--- config.mk ---
export PLATFORM = sky130hd
export DESIGN_NAME = tmr_wave_ctrl
export DESIGN_NICKNAME = d
export VERILOG_FILES = /design/src/tmr_pkg.sv /design/src/tmr_mode_dec.sv /design/src/tmr_out_unit.sv /design/src/tmr_wave_ctrl.sv
export SDC_FILE = /design/constraint.sdc
export NUM_CORES = 1
export LEC_CHECK = 0
export ABC_AREA = 1
export BUFFER_PORTS_ARGS = -buffer_cell sky130_fd_sc_hd__buf_2
export CAP_MARGIN = 0
export CELL_PAD_IN_SITES_DETAIL_PLACEMENT = 1
export CELL_PAD_IN_SITES_GLOBAL_PLACEMENT = 2
export CORE_MARGIN = 2
export CORE_UTILIZATION = 35
export DETAILED_ROUTE_END_ITERATION = 6
export HOLD_SLACK_MARGIN = 0.03
export PLACE_DENSITY = 0.78
export SYNTH_ARGS = -nofsm -noshare
export SYNTH_HDL_FRONTEND = slang
export SYNTH_SLANG_ARGS = --single-unit
--- constraint.sdc ---
create_clock -name sys_clk -period 5.25 [get_ports sys_clk]
set_input_delay 0.7875 -clock sys_clk [delete_from_list [all_inputs] [get_ports sys_clk]]
set_output_delay 0.7875 -clock sys_clk [all_outputs]
set_load 0.02 [all_outputs]
--- src/tmr_pkg.sv ---
/*
  Constants, types and register map of the 16-bit timer waveform
  controller. Assumes an APB master with 32-bit data and 8-bit addresses.
*/
// Operation
// - Everything runs on sys_clk; counting, flags and buffered loads happen on tick cycles.
// - Loads and overflow at BOTTOM follow the same timing as at TOP.
// - A nonzero channel output mode hands the pin to the waveform, except refused toggle codes and mode 13.
// - The pin is driven only while its direction bit selects output.
// - Non-PWM codes: off, toggle, clear or set on compare match.
// - Fast PWM: code 10 clears on match, sets at TOP; 11 reverses.
// - Fast PWM code 01 toggles channel A in modes 14, 15 only.
// - Fast PWM ignores a match at TOP when the upper code bit is set.
// - Dual-slope: code 10 clears upcounting, sets downcounting; 11 reverses.
// - Dual-slope code 01 toggles channel A in modes 8 to 11 only.
// - Mode is two low bits of control A, two high of B.
// - Modes 1-3 and 5-7 use fixed TOPs, load at TOP.
// - Modes 0, 4, 12 load compares at once; overflow at MAX.
// - Modes 8, 9 are dual-slope, loading and flagging at BOTTOM.
// - Modes 10, 11 dual load at TOP; 14, 15 fast; 13 reserved.
// - Control A bits 3 and 2 always read zero.
// - Dual-slope reverses at TOP and BOTTOM without holding either for an extra tick.
package tmr_pkg;
  localparam logic [7:0] OFF_CTRL_A = 8'h00;
  localparam logic [7:0] OFF_CTRL_B = 8'h04;
  localparam logic [7:0] OFF_COUNT = 8'h08;
  localparam logic [7:0] OFF_CMP_A = 8'h0C;
  localparam logic [7:0] OFF_CMP_B = 8'h10;
  localparam logic [7:0] OFF_CAPT = 8'h14;
  localparam logic [7:0] OFF_IRQ_ST = 8'h18;
  localparam logic [7:0] OFF_IRQ_MSK = 8'h1C;
  localparam logic [7:0] OFF_PIN = 8'h20;
  localparam int CA_OM_A = 6;
  localparam int CA_OM_B = 4;
  localparam int CB_WM_HI = 3;
  localparam int PIN_DIR_A = 0;
  localparam int PIN_DIR_B = 1;
  localparam int PIN_DAT_A = 4;
  localparam int PIN_DAT_B = 5;
  localparam int IRQ_OVF = 0;
  localparam int IRQ_CMPA = 1;
  localparam int IRQ_CMPB = 2;
  localparam logic [7:0] CTRL_A_WMASK = 8'hF3;
  localparam logic [7:0] CTRL_B_WMASK = 8'h18;
  localparam logic [7:0] PIN_WMASK = 8'h33;
  localparam logic [7:0] CTRL_RST = 8'h00;
  localparam logic [15:0] TOP_8B = 16'h00FF;
  localparam logic [15:0] TOP_9B = 16'h01FF;
  localparam logic [15:0] TOP_10B = 16'h03FF;
  localparam logic [15:0] TOP_MAX = 16'hFFFF;
  localparam logic [15:0] BOTTOM = 16'h0000;
  localparam logic [1:0] OM_OFF = 2'h0;
  localparam logic [1:0] OM_TOGGLE = 2'h1;
  localparam logic [1:0] OM_CLEAR = 2'h2;
  localparam logic [1:0] OM_SET = 2'h3;
  localparam logic [3:0] WM_FAST_TGL = 4'hE;
  localparam logic [3:0] WM_DUAL_TGL_LO = 4'h8;
  localparam logic [3:0] WM_DUAL_TGL_HI = 4'hB;

  typedef enum logic [2:0] {CLS_NORMAL, CLS_CTC, CLS_FAST, CLS_DUAL, CLS_RSVD} tmr_cls_t;
  typedef enum logic [1:0] {TOP_FIXED, TOP_CMPA, TOP_CAPT} tmr_topsrc_t;
  typedef enum logic [1:0] {AT_NOW, AT_TOP, AT_BOTTOM, AT_MAX} tmr_point_t;

  typedef struct packed {
    tmr_cls_t cls;
    tmr_topsrc_t topSrc;
    logic [15:0] fixedTop;
    tmr_point_t loadAt;
    tmr_point_t tovAt;
  } tmr_cfg_t;

  typedef struct packed {
    logic match;
    logic atTop;
    logic countUp;
  } tmr_evt_t;
endpackage

--- src/tmr_mode_dec.sv ---
/*
  Decodes the 4-bit waveform mode into counting class, TOP source,
  compare load point and overflow point. Purely combinational.
*/
`timescale 1ns/1ps
`default_nettype none
module tmr_mode_dec (
  input wire logic [3:0] waveModeSel,
  output tmr_pkg::tmr_cfg_t cfg
);
  always_comb begin
    cfg.cls = tmr_pkg::CLS_NORMAL;
    cfg.topSrc = tmr_pkg::TOP_FIXED;
    cfg.fixedTop = tmr_pkg::TOP_MAX;
    cfg.loadAt = tmr_pkg::AT_NOW;
    cfg.tovAt = tmr_pkg::AT_MAX;
    unique case (waveModeSel)
      4'h0: cfg.cls = tmr_pkg::CLS_NORMAL;
      4'h1, 4'h2, 4'h3, 4'h5, 4'h6, 4'h7: begin
        cfg.cls = waveModeSel[2] ? tmr_pkg::CLS_FAST : tmr_pkg::CLS_DUAL;
        cfg.fixedTop = (waveModeSel[1:0] == 2'h1) ? tmr_pkg::TOP_8B :
                       (waveModeSel[1:0] == 2'h2) ? tmr_pkg::TOP_9B : tmr_pkg::TOP_10B;
        cfg.loadAt = tmr_pkg::AT_TOP;
        cfg.tovAt = waveModeSel[2] ? tmr_pkg::AT_TOP : tmr_pkg::AT_BOTTOM;
      end
      4'h4, 4'hC: begin
        cfg.cls = tmr_pkg::CLS_CTC;
        cfg.topSrc = waveModeSel[3] ? tmr_pkg::TOP_CAPT : tmr_pkg::TOP_CMPA;
      end
      4'h8, 4'h9, 4'hA, 4'hB: begin
        cfg.cls = tmr_pkg::CLS_DUAL;
        cfg.topSrc = waveModeSel[0] ? tmr_pkg::TOP_CMPA : tmr_pkg::TOP_CAPT;
        cfg.loadAt = waveModeSel[1] ? tmr_pkg::AT_TOP : tmr_pkg::AT_BOTTOM;
        cfg.tovAt = tmr_pkg::AT_BOTTOM;
      end
      4'hD: cfg.cls = tmr_pkg::CLS_RSVD;
      4'hE, 4'hF: begin
        cfg.cls = tmr_pkg::CLS_FAST;
        cfg.topSrc = waveModeSel[0] ? tmr_pkg::TOP_CMPA : tmr_pkg::TOP_CAPT;
        cfg.loadAt = tmr_pkg::AT_TOP;
        cfg.tovAt = tmr_pkg::AT_TOP;
      end
    endcase
  end
endmodule // tmr_mode_dec
`default_nettype wire

--- src/tmr_out_unit.sv ---
/*
  One compare output channel: waveform flip-flop and pin driver.
  Assumes events arrive already qualified by the timer tick.
*/
`timescale 1ns/1ps
`default_nettype none
module tmr_out_unit (
  input wire logic sys_clk,
  input wire logic rstSyncN,
  input wire logic ce,
  input wire tmr_pkg::tmr_cls_t cls,
  input wire logic [1:0] outMode,
  input wire logic toggleOk,
  input wire tmr_pkg::tmr_evt_t evt,
  input wire logic dirOut,
  input wire logic portData,
  output logic pinOut,
  output logic pinOeN
);
  logic wave_r;
  logic waveNxt;
  logic connected;

  // Unsupported toggle codes fall back to the port
  assign connected = (outMode != tmr_pkg::OM_OFF) && (cls != tmr_pkg::CLS_RSVD) &&
                     ((outMode != tmr_pkg::OM_TOGGLE) || toggleOk);

  always_comb begin
    waveNxt = wave_r;
    unique case (cls)
      tmr_pkg::CLS_NORMAL, tmr_pkg::CLS_CTC: begin
        if (evt.match) begin
          unique case (outMode)
            tmr_pkg::OM_OFF: waveNxt = wave_r;
            tmr_pkg::OM_TOGGLE: waveNxt = ~wave_r;
            tmr_pkg::OM_CLEAR: waveNxt = 1'b0;
            tmr_pkg::OM_SET: waveNxt = 1'b1;
          endcase
        end
      end
      tmr_pkg::CLS_FAST: begin
        if (outMode == tmr_pkg::OM_TOGGLE) begin
          if (evt.match && toggleOk) waveNxt = ~wave_r;
        end else if (outMode[1]) begin
          if (evt.atTop) waveNxt = ~outMode[0];
          else if (evt.match) waveNxt = outMode[0];
        end
      end
      tmr_pkg::CLS_DUAL: begin
        if (outMode == tmr_pkg::OM_TOGGLE) begin
          if (evt.match && toggleOk) waveNxt = ~wave_r;
        end else if (outMode[1] && evt.match) begin
          waveNxt = evt.countUp ? outMode[0] : ~outMode[0];
        end
      end
      tmr_pkg::CLS_RSVD: waveNxt = wave_r;
    endcase
  end

  always_ff @(posedge sys_clk or negedge rstSyncN) begin
    if (!rstSyncN) begin
      wave_r <= 1'b0;
      pinOut <= 1'b0;
      pinOeN <= 1'b1;
    end else if (ce) begin
      wave_r <= waveNxt;
      pinOut <= connected ? wave_r : portData;
      pinOeN <= ~dirOut;
    end
  end
endmodule // tmr_out_unit
`default_nettype wire

--- src/tmr_wave_ctrl.sv ---
/*
  16-bit timer with waveform generation modes, two compare channels,
  APB register slave and one level interrupt. Assumes timerTick is a
  one-cycle enable from an external prescaler, synchronous to sys_clk.
*/
// Register access over APB and the register offsets were left to the implementer.
`timescale 1ns/1ps
`default_nettype none
module tmr_wave_ctrl (
  input wire logic sys_clk,
  input wire logic rstn,
  input wire logic ce,
  input wire logic timerTick,
  input wire logic psel,
  input wire logic penable,
  input wire logic pwrite,
  input wire logic [7:0] paddr,
  input wire logic [31:0] pwdata,
  output logic [31:0] prdata,
  output logic pready,
  output logic pslverr,
  output logic irq,
  output logic waveOutA,
  output logic waveOutAOeN,
  output logic waveOutB,
  output logic waveOutBOeN
);
  logic [1:0] rstPipe_r;
  logic rstSyncN;
  logic [7:0] ctrlA_r;
  logic [7:0] ctrlB_r;
  logic [7:0] pinCfg_r;
  logic [15:0] count_r;
  logic [15:0] countNxt;
  logic dir_r;
  logic dirNxt;
  logic [15:0] bufA_r;
  logic [15:0] bufB_r;
  logic [15:0] cmpA_r;
  logic [15:0] cmpB_r;
  logic [15:0] capt_r;
  logic [2:0] irqSt_r;
  logic [2:0] irqMsk_r;
  logic [2:0] events;
  logic blockMatch_r;
  logic [3:0] waveModeSel;
  tmr_pkg::tmr_cfg_t cfg;
  logic [15:0] topVal;
  logic atTop;
  logic atBottom;
  logic atMax;
  logic step;
  logic access;
  logic wrEn;
  logic countWr;
  logic wrCmpA;
  logic wrCmpB;
  logic hitA;
  logic hitB;
  logic loadNow;
  logic tovEvt;
  logic toggleOkA;
  logic toggleOkB;
  logic [31:0] rdData;
  logic mapped;
  tmr_pkg::tmr_evt_t evtA;
  tmr_pkg::tmr_evt_t evtB;

  function automatic logic [15:0] step16(input logic [15:0] v, input logic up);
    step16 = up ? 16'(v + 16'h0001) : 16'(v - 16'h0001);
  endfunction

  function automatic logic pointHit(input tmr_pkg::tmr_point_t p, input logic t,
                                    input logic b, input logic m);
    unique case (p)
      tmr_pkg::AT_NOW: pointHit = 1'b0;
      tmr_pkg::AT_TOP: pointHit = t;
      tmr_pkg::AT_BOTTOM: pointHit = b;
      tmr_pkg::AT_MAX: pointHit = m;
    endcase
  endfunction

  // Reset release through two flops
  always_ff @(posedge sys_clk or negedge rstn) begin
    if (!rstn) rstPipe_r <= 2'h0;
    else rstPipe_r <= {rstPipe_r[0], 1'b1};
  end
  assign rstSyncN = rstPipe_r[1];

  // APB: one wait state, answer in the second access cycle
  assign access = psel & penable;
  assign wrEn = ce & access & pready & pwrite;
  assign countWr = wrEn && (paddr == tmr_pkg::OFF_COUNT);
  assign wrCmpA = wrEn && (paddr == tmr_pkg::OFF_CMP_A);
  assign wrCmpB = wrEn && (paddr == tmr_pkg::OFF_CMP_B);

  always_comb begin
    rdData = 32'h0000_0000;
    mapped = 1'b1;
    case (paddr)
      tmr_pkg::OFF_CTRL_A: rdData = {24'h00_0000, ctrlA_r};
      tmr_pkg::OFF_CTRL_B: rdData = {24'h00_0000, ctrlB_r};
      tmr_pkg::OFF_COUNT: rdData = {16'h0000, count_r};
      tmr_pkg::OFF_CMP_A: rdData = {16'h0000, bufA_r};
      tmr_pkg::OFF_CMP_B: rdData = {16'h0000, bufB_r};
      tmr_pkg::OFF_CAPT: rdData = {16'h0000, capt_r};
      tmr_pkg::OFF_IRQ_ST: rdData = {29'h0000_0000, irqSt_r};
      tmr_pkg::OFF_IRQ_MSK: rdData = {29'h0000_0000, irqMsk_r};
      tmr_pkg::OFF_PIN: rdData = {24'h00_0000, pinCfg_r};
      default: mapped = 1'b0;
    endcase
  end

  always_ff @(posedge sys_clk or negedge rstSyncN) begin
    if (!rstSyncN) begin
      pready <= 1'b0;
      pslverr <= 1'b0;
      prdata <= 32'h0000_0000;
    end else if (ce) begin
      pready <= access & ~pready;
      pslverr <= access & ~pready & ~mapped;
      if (access && !pready) prdata <= pwrite ? 32'h0000_0000 : rdData;
    end
  end

  // Control and pin registers; masks keep unused bits at zero
  always_ff @(posedge sys_clk or negedge rstSyncN) begin
    if (!rstSyncN) begin
      ctrlA_r <= tmr_pkg::CTRL_RST;
      ctrlB_r <= tmr_pkg::CTRL_RST;
      pinCfg_r <= tmr_pkg::CTRL_RST;
      capt_r <= 16'h0000;
      irqMsk_r <= 3'h0;
    end else if (wrEn) begin
      case (paddr)
        tmr_pkg::OFF_CTRL_A: ctrlA_r <= pwdata[7:0] & tmr_pkg::CTRL_A_WMASK;
        tmr_pkg::OFF_CTRL_B: ctrlB_r <= pwdata[7:0] & tmr_pkg::CTRL_B_WMASK;
        tmr_pkg::OFF_PIN: pinCfg_r <= pwdata[7:0] & tmr_pkg::PIN_WMASK;
        tmr_pkg::OFF_CAPT: capt_r <= pwdata[15:0];
        tmr_pkg::OFF_IRQ_MSK: irqMsk_r <= pwdata[2:0];
        default: ;
      endcase
    end
  end

  assign waveModeSel = {ctrlB_r[tmr_pkg::CB_WM_HI +: 2], ctrlA_r[1:0]};

  tmr_mode_dec u_dec (
    .waveModeSel(waveModeSel),
    .cfg(cfg)
  );

  always_comb begin
    unique case (cfg.topSrc)
      tmr_pkg::TOP_FIXED: topVal = cfg.fixedTop;
      tmr_pkg::TOP_CMPA: topVal = cmpA_r;
      tmr_pkg::TOP_CAPT: topVal = capt_r;
      default: topVal = tmr_pkg::TOP_MAX;
    endcase
  end

  assign atTop = (count_r == topVal);
  assign atBottom = (count_r == tmr_pkg::BOTTOM);
  assign atMax = (count_r == tmr_pkg::TOP_MAX);
  // Tick is an enable, never a clock
  assign step = ce & timerTick & (cfg.cls != tmr_pkg::CLS_RSVD);

  // Count sequence; TOP below 1 in dual mode is not supported
  always_comb begin
    countNxt = count_r;
    dirNxt = 1'b1;
    unique case (cfg.cls)
      tmr_pkg::CLS_NORMAL: countNxt = step16(count_r, 1'b1);
      tmr_pkg::CLS_CTC, tmr_pkg::CLS_FAST:
        countNxt = atTop ? tmr_pkg::BOTTOM : step16(count_r, 1'b1);
      tmr_pkg::CLS_DUAL: begin
        if (dir_r) begin
          dirNxt = (count_r < topVal);
          countNxt = step16(count_r, dirNxt);
        end else begin
          dirNxt = atBottom;
          countNxt = step16(count_r, dirNxt);
        end
      end
      tmr_pkg::CLS_RSVD: dirNxt = dir_r;
    endcase
  end

  always_ff @(posedge sys_clk or negedge rstSyncN) begin
    if (!rstSyncN) begin
      count_r <= 16'h0000;
      dir_r <= 1'b1;
    end else if (ce) begin
      if (countWr) begin
        count_r <= pwdata[15:0];
      end else if (step) begin
        count_r <= countNxt;
        dir_r <= dirNxt;
      end
    end
  end

  // A counter write hides the match on the next tick
  always_ff @(posedge sys_clk or negedge rstSyncN) begin
    if (!rstSyncN) blockMatch_r <= 1'b0;
    else if (ce) begin
      if (countWr) blockMatch_r <= 1'b1;
      else if (step) blockMatch_r <= 1'b0;
    end
  end

  assign hitA = step & ~blockMatch_r & (count_r == cmpA_r);
  assign hitB = step & ~blockMatch_r & (count_r == cmpB_r);
  // BOTTOM points use the same tick timing as TOP points
  assign loadNow = step & pointHit(cfg.loadAt, atTop, atBottom, atMax);
  assign tovEvt = step & pointHit(cfg.tovAt, atTop, atBottom, atMax);

  // Compare buffers; immediate modes write straight through
  always_ff @(posedge sys_clk or negedge rstSyncN) begin
    if (!rstSyncN) begin
      bufA_r <= 16'h0000;
      bufB_r <= 16'h0000;
      cmpA_r <= 16'h0000;
      cmpB_r <= 16'h0000;
    end else if (ce) begin
      if (wrCmpA) bufA_r <= pwdata[15:0];
      if (wrCmpB) bufB_r <= pwdata[15:0];
      if (cfg.loadAt == tmr_pkg::AT_NOW) begin
        if (wrCmpA) cmpA_r <= pwdata[15:0];
        if (wrCmpB) cmpB_r <= pwdata[15:0];
      end else if (loadNow) begin
        cmpA_r <= bufA_r;
        cmpB_r <= bufB_r;
      end
    end
  end

  // Sticky flags: an event wins over a same-cycle clear
  always_comb begin
    events = 3'h0;
    events[tmr_pkg::IRQ_OVF] = tovEvt;
    events[tmr_pkg::IRQ_CMPA] = hitA;
    events[tmr_pkg::IRQ_CMPB] = hitB;
  end

  always_ff @(posedge sys_clk or negedge rstSyncN) begin
    if (!rstSyncN) begin
      irqSt_r <= 3'h0;
      irq <= 1'b0;
    end else if (ce) begin
      if (wrEn && paddr == tmr_pkg::OFF_IRQ_ST) irqSt_r <= (irqSt_r & ~pwdata[2:0]) | events;
      else irqSt_r <= irqSt_r | events;
      irq <= |(irqSt_r & irqMsk_r);
    end
  end

  // Toggle support per channel and class
  always_comb begin
    toggleOkA = 1'b0;
    toggleOkB = 1'b0;
    unique case (cfg.cls)
      tmr_pkg::CLS_NORMAL, tmr_pkg::CLS_CTC: begin
        toggleOkA = 1'b1;
        toggleOkB = 1'b1;
      end
      tmr_pkg::CLS_FAST: toggleOkA = (waveModeSel >= tmr_pkg::WM_FAST_TGL);
      tmr_pkg::CLS_DUAL: toggleOkA = (waveModeSel >= tmr_pkg::WM_DUAL_TGL_LO) &&
                                     (waveModeSel <= tmr_pkg::WM_DUAL_TGL_HI);
      tmr_pkg::CLS_RSVD: toggleOkA = 1'b0;
    endcase
  end

  // Fast PWM: compare equal to TOP with set/clear code acts at TOP only
  always_comb begin
    evtA.match = hitA & ~((cfg.cls == tmr_pkg::CLS_FAST) && (cmpA_r == topVal) &&
                          ctrlA_r[tmr_pkg::CA_OM_A + 1]);
    evtB.match = hitB & ~((cfg.cls == tmr_pkg::CLS_FAST) && (cmpB_r == topVal) &&
                          ctrlA_r[tmr_pkg::CA_OM_B + 1]);
    evtA.atTop = step & atTop;
    evtB.atTop = step & atTop;
    evtA.countUp = dir_r;
    evtB.countUp = dir_r;
  end

  tmr_out_unit u_outA (
    .sys_clk(sys_clk),
    .rstSyncN(rstSyncN),
    .ce(ce),
    .cls(cfg.cls),
    .outMode(ctrlA_r[tmr_pkg::CA_OM_A +: 2]),
    .toggleOk(toggleOkA),
    .evt(evtA),
    .dirOut(pinCfg_r[tmr_pkg::PIN_DIR_A]),
    .portData(pinCfg_r[tmr_pkg::PIN_DAT_A]),
    .pinOut(waveOutA),
    .pinOeN(waveOutAOeN)
  );

  tmr_out_unit u_outB (
    .sys_clk(sys_clk),
    .rstSyncN(rstSyncN),
    .ce(ce),
    .cls(cfg.cls),
    .outMode(ctrlA_r[tmr_pkg::CA_OM_B +: 2]),
    .toggleOk(toggleOkB),
    .evt(evtB),
    .dirOut(pinCfg_r[tmr_pkg::PIN_DIR_B]),
    .portData(pinCfg_r[tmr_pkg::PIN_DAT_B]),
    .pinOut(waveOutB),
    .pinOeN(waveOutBOeN)
  );
endmodule // tmr_wave_ctrl
`default_nettype wire

# After elaboration in Yosys (flattened, before gate mapping)

Index checks and enable logic that the tools add are counted.

Register bits: 159
Input bits: 47
Output and inout bits: 39
Logic and storage cells: 248

Add/sub/neg operators: 2
Magnitude comparators: 4
Equality and inequality tests: 64
Multiplexer cells: 61
Bitwise gates (word level): 34
Reductions and logical operators: 59

Operators by type and width:

| kind                    | number |
|---|---|
| $mux W16                | 14 |
| $pmux W16 S9            | 1 |
| $pmux W16 S3            | 2 |
| $eq A16 B16 Y1          | 5 |
| $eq A4 B4 Y1 const B    | 8 |
| $eq A8 B5 Y1 const B    | 4 |
| $mux W32                | 1 |
| $mux W1                 | 26 |
| $eq A2 B2 Y1 const B    | 10 |
| $logic_and A1 B1 Y1     | 18 |
| $pmux W3 S6             | 1 |
| $reduce_and A2 Y1       | 9 |
| $add A16 B1 Y16 const B | 1 |
| $and A1 B1 Y1           | 16 |
| $eq A16 B16 Y1 const B  | 1 |
| $eq A4 B3 Y1 const B    | 4 |
| $eq A8 B4 Y1 const B    | 2 |
| $logic_not A16 Y1       | 1 |
| $lt A16 B16 Y1          | 1 |
| $sub A16 B1 Y16 const B | 1 |
| $reduce_and A7 Y1       | 2 |
| $not A1 Y1              | 13 |
| $eq A2 B1 Y1 const B    | 6 |
| $pmux W1 S3             | 4 |
| 40 further kinds        | 73 |

# Logic depth before layout (Yosys ltp)

Word-level depth: 15
Depth in mapped cells: 27
Depth with buffers taken out: 26

# Hierarchy

Synthesis repeated with hierarchy kept, for this count alone.

Cells, all modules: 1,527
Area, all modules: 10,306.1 µm²

Modules (own cells, without submodules):

| module        | instances | cells each | area an instance (µm²) | seq. area each (µm²) |
|---|---|---|---|---|
| tmr_wave_ctrl | 1         | 1,335      | 9,295.2                | 3,429.5 |
| tmr_out_unit  | 2         | 70         | 351.6                  | 76.3 |
| tmr_mode_dec  | 1         | 52         | 307.8                  | 0.0 |

# Least setup slack after synthesis

OpenSTA, ideal clock, no wires.

Kind: register to register
Start point: register ctrlA_r[0]
End point: register count_r[9]
Library setup time: 0.083 ns
Arrival: 3.544 ns
Required time: 5.167 ns
Setup slack: 1.623 ns
Stages on the path, launching flop included: 26
Path buffers: 2
Clock period less this slack: 3.627 ns
Cell sequence: dfrtp_1 > inv_2 > ha_1 > nor2_1 > o21ai_0 > o21ai_1 > nand2_4 > nor2_2 > a21oi_4 > buf_4 > nand3_1 > inv_1 > ha_1 > nand4_1 > nor2_1 > inv_1 > a21oi_1 > nor3_1 > nand2_1 > o21ai_0 > nor2_1 > clkbuf_1 > o21ai_0 > a31oi_1 > o21ai_0 > o21ai_0

Word-level cells in the longest chain between the ends: 11
Elaborated cells on any way between the ends: 51
Those cells by class: 1 x order compare; 24 x eq/ne; 13 x mux; 1 x bitwise; 12 x reduce/logical

Ends and longest elaborated chain:

| element                                                         | RTL line                               | source |
|---|---|---|
| from (decl)                                                     | tmr_wave_ctrl.sv:30                    | `logic [7:0] ctrlA_r;` |
| from (signal assigned)                                          | tmr_wave_ctrl.sv:129                   | `ctrlA_r <= tmr_pkg::CTRL_RST;` |
| from (signal assigned)                                          | tmr_wave_ctrl.sv:136                   | `tmr_pkg::OFF_CTRL_A: ctrlA_r <= pwdata[7:0] & tmr_pkg::CTRL_A_WMASK;` |
| $eq A4 B4 Y1, or another cell as far along                      | tmr_mode_dec.sv:17                     | `unique case (waveModeSel)` |
| $reduce_or A6 Y1 (no source line), or another cell as far along | n/a                                    |  |
| $pmux W2 S2 / $mux W16 (equally long branches)                  | tmr_mode_dec.sv:17, tmr_mode_dec.sv:21 |  |
| $eq A2 B2 Y1, or another cell as far along                      | tmr_wave_ctrl.sv:154                   | `unique case (cfg.topSrc)` |
| $pmux W16 S3                                                    | tmr_wave_ctrl.sv:154                   |  |
| $lt A16 B16 Y1                                                  | tmr_wave_ctrl.sv:178                   | `dirNxt = (count_r < topVal);` |
| $mux W16                                                        | tmr_wave_ctrl.sv:70                    | `step16 = up ? 16'(v + 16'h0001) : 16'(v - 16'h0001);` |
| $mux W16                                                        | tmr_wave_ctrl.sv:177                   | `if (dir_r) begin` |
| $pmux W16 S3                                                    | tmr_wave_ctrl.sv:172                   | `unique case (cfg.cls)` |
| $mux W16                                                        | tmr_wave_ctrl.sv:196                   | `end else if (step) begin` |
| $mux W16                                                        | tmr_wave_ctrl.sv:194                   | `if (countWr) begin` |
| to (signal assigned)                                            | tmr_wave_ctrl.sv:195                   | `count_r <= pwdata[15:0];` |
| to (signal assigned)                                            | tmr_wave_ctrl.sv:197                   | `count_r <= countNxt;` |
| to (decl)                                                       | tmr_wave_ctrl.sv:33                    | `logic [15:0] count_r;` |

Parallel ways exist; a longest one is shown, timed or not. The select of a mux whose other input is x is not followed.
A chain may end at the register's enable or synchronous reset.

# Worst setup path after layout

Start point: register ctrlA_r[0]
End point: register count_r[11]

The elaborated chain is that of the path after synthesis.

==> results.md <==
* Total routing usage reported by global routing at between 20% and 30%
* Via total after detailed routing at approximately 9400
* Worst Reg2Reg Path Length in Cells at 26
* Worst hold-check slack at 0.1341 ns
* Fraction of the core area covered by cells at the end of the flow at about two fifths
* Tightest Pin Transition at about 1.1 ns
* Layer with the highest usage after global routing: met2
* Final standard cell count with taps included and fillers excluded at 1704
* Maximum clock skew at final layout at approximately 0.013 ns
* CTS tree: yes
* Number of register bits inferred by synthesis at about 140
* Period minus WS final at 4.650 ns
* Hold Vio Cnt, Final at 0
* Top fanout value on the critical path at 25
* Proportion of synthesized chip area in sequential cells at 37.54%
* Placed Instance Area at between 0.01 and 0.015 mm²
* Hold WC Path Type: input pin to async pin
* Final-report setup violation count at 0
* Hold-fix buffers, CTS at 0
* Design Area, Final at roughly 0.011 mm²
* Placer's final routability congestion estimate at 0.8901
* Cell accounting for the most synthesized area: sky130_fd_sc_hd__dfrtp_1
* Timing-limited maximum frequency at about 0.22 GHz
* Max stage delay cell, worst path: sky130_fd_sc_hd__dfrtp_2
* First-pass GRT wire length at about 57000 µm
* Synthesized area at approximately 0.0095 mm²
* Crit start category: register
* Clock transition time at the flip-flop clock pins of the worst setup and hold paths at about 0.06 ns
* Cts bufs inserted at 17
* Number of max-cap violations at 0
* Final Routed Wirelength at 36630 µm
* Max-slew headroom at a little over a quarter
* Share of final-layout standard cells stronger than drive strength 1 at around an eighth
* Top area cells in the synthesized netlist: sky130_fd_sc_hd__dfrtp_1 37%, sky130_fd_sc_hd__nand2_1 12%, sky130_fd_sc_hd__o21ai_0 8.4%
* Most frequent standard cell in the layout excluding fill and tap cells: sky130_fd_sc_hd__nand2_1
* Remaining DRCs at 0
* CP Launch Point: ctrlA_r[0]$_DFFE_PN0P_
* Number of nets with antenna violations after detailed routing at 0
* Nature of the critical path endpoint: register
* Effective utilization at floorplan at 35.51%
* Number of setup buffers added after CTS at 0
* Share of the cycle needed by the critical path after routing at between 80% and 90%
* Per-cell via count in the routed design at between 5 and 6
* RR Startpoint: ctrlA_r[0]$_DFFE_PN0P_
* Outcome: complete, no violations
* Signal arrival time at the worst endpoint at between 4 and 5 ns
* Met1 routing resource usage after global routing at about two fifths
* Number of levels the H-tree was split into at 4
* Register area at approximately 0.0036 mm²
* Area overhead of the layout relative to synthesis at 12.09%
* Vias in the first global route at about 9400
* Antenna violations before repair at 0
* Share of the synthesized area in the top cell type at roughly 37%
* Largest net degree at the start of global routing at just under 80
* Kind of critical path: register to register
* Cell variety after synth at 50
* TritonRoute pass-1 iters at 4
* Area of the multi-input gates at slightly above 0.005 mm²
* Post-layout nets at between 1000 and 1500
* Port bufs at 53
* Number of warnings printed during yosys synthesis at 0
* Dpl hpwl at 28740 µm
* Most frequent cells in the layout: 307 x sky130_fd_sc_hd__nand2_1, 160 x sky130_fd_sc_hd__o21ai_0, 153 x sky130_fd_sc_hd__inv_1
* N_diodes at 0
* Required time reported for the critical path endpoint at 5.55 ns
* Worst stage delay on the critical path at ~0.53 ns
* Number of fill cells in the layout at about 3400
* Max clock buf depth at 2
* Leakage power of the design at ~4.9 nW
* Cell Pwr Density at a little under 300 mW/mm²
* Count of mapped cells out of synthesis at about 1300
* Detailed-route wire length per cell at between 20 and 25 µm
* Core region area at 0.02688 mm²
* Clock Latency Late Sink at between 0.4 and 0.5 ns
* Final count of pins violating max slew at 0
* Area of the die at 0.02860 mm²
* Drt first-iter violations at roughly 630
* Cell at the root of the clock tree: sky130_fd_sc_hd__clkbuf_16
* Horizontal extent of the die at approximately 170 µm
* CTS sink cnt at 143
* Die height at between 150 and 200 µm
* Overflow after GRT at 0
* Count of placed standard cells including taps at approximately 1700
* Unrepaired setup endpoints after global routing: false
* Global-route track usage on met3 at approximately 4.1%
* Met2 track demand over resource in global routing at approximately two fifths
* Number of ports placed on the die boundary at 86
* Worst VDD drop at between 200 and 250 µV
* Cell row count at 60
* Avg Inst Size Synth at roughly 7.3 µm²
* Setup TNS at 0 ns
-- cells by family (layout without fill, tap and decap cells) --
logic type / Yosys count / count (layout) / synth area share, %
AND/OR/NAND/NOR: 570 / 570 / 26.26
AO/OA/AOI/OAI: 296 / 297 / 18.08
buffers and inverters: 228 / 266 / 10.32
flip-flops: 143 / 143 / 37.54
XOR/XNOR: 32 / 32 / 2.937
adder cells (fa/ha/maj): 23 / 23 / 3.016
multiplexers: 15 / 15 / 1.770
other: 2 / 17 / 0.07870
-- layer usage --
layer,vias up,routed length [µm]
li1,4441,-
met5,-,0
met1,4657,18100
met2,222,16170
met4,0,505
met3,33,1855
-- synth_stat cells (all sizes together) --
cell	count
a221oi	18
or2	4
o41ai	1
a31oi	27
nand3b	5
a21boi	1
dfstp	3
o21ai	168
nor3	14
nand4	33
o32ai	1
clkinv	4
o31ai	2
buf	32
o311ai	1
a211oi	4
a21oi	37
inv	157
o211ai	9
o21a	2
a22o	1
xor2	32
a21o	1
nand3	74
o22ai	17
o221ai	3
a22oi	1
ha	23
a32o	1
nand2	324
nor2	107
dfrtp	140
mux2	15
clkbuf	35
o2bb2ai	1
conb	2
nor4	9
-- sequential cells by signal (all words and copies together) (netlist names), 2 cells and up --
| name | flops |
|---|---|
| bufB_r | 16 |
| bufA_r | 16 |
| count_r | 16 |
| pinCfg_r | 4 |
| ctrlB_r | 2 |
| cmpA_r | 16 |
| capt_r | 16 |
| ctrlA_r | 6 |
| rstPipe_r | 2 |
| irqMsk_r | 3 |
| irqSt_r | 3 |
| cmpB_r | 16 |
| prdata | 16 |
-- power by group --
part           internal, W  switching, W
Combinational     0.000178      0.000314
Sequential         0.00116      0.000171
Clock             0.000776      0.000496
-- repair_timing --
item	4_1_cts	5_1_grt
endpoints found under the setup margin	0	46
resized for setup	0	2
endpoints found under the hold margin	0	0
-- final timing paths --
path,end,slack (ns)
min in group sys_clk,rstPipe_r[1]$_DFF_PN0_,0.35
max in group asynchronous,u_outB.pinOeN$_DFFE_PN1P_,3.62
min reg2reg,rstPipe_r[1]$_DFF_PN0_,0.35
max,count_r[11]$_DFFE_PN0P_,0.60
min,rstPipe_r[0]$_DFF_PN0_,0.13
max reg2reg,count_r[11]$_DFFE_PN0P_,0.60
-- cell type report --
cell class | instances | area share (%)
multi-input combinational | 954 | 47.20
inverter | 161 | 5.650
tap | 341 | 3.989
clock buffer | 20 | 4.270
clock inverter | 12 | 1.474
timing repair buffer | 73 | 3.883
sequential | 143 | 33.54
-- stage by stage --
step	power [W]	setup WS [ns]
finish	0.003093	0.6004
global placement	0.001822	0.4585
detailed placement	0.001831	0.3809
floorplan	0.001642	0.9760
global route	0.003235	0.1078
CTS	0.003108	0.3431
-- critical path, delay by kind of cell (launching register included) --
kind | cells | cell delay [ns]
flip-flops | 1 | 0.53
buffers and inverters | 3 | 0.29
AO/OA/AOI/OAI | 7 | 1.15
adder cells (fa/ha/maj) | 2 | 0.50
AND/OR/NAND/NOR | 14 | 2.02
No activity file was read; power rests on OpenSTA's default activity.
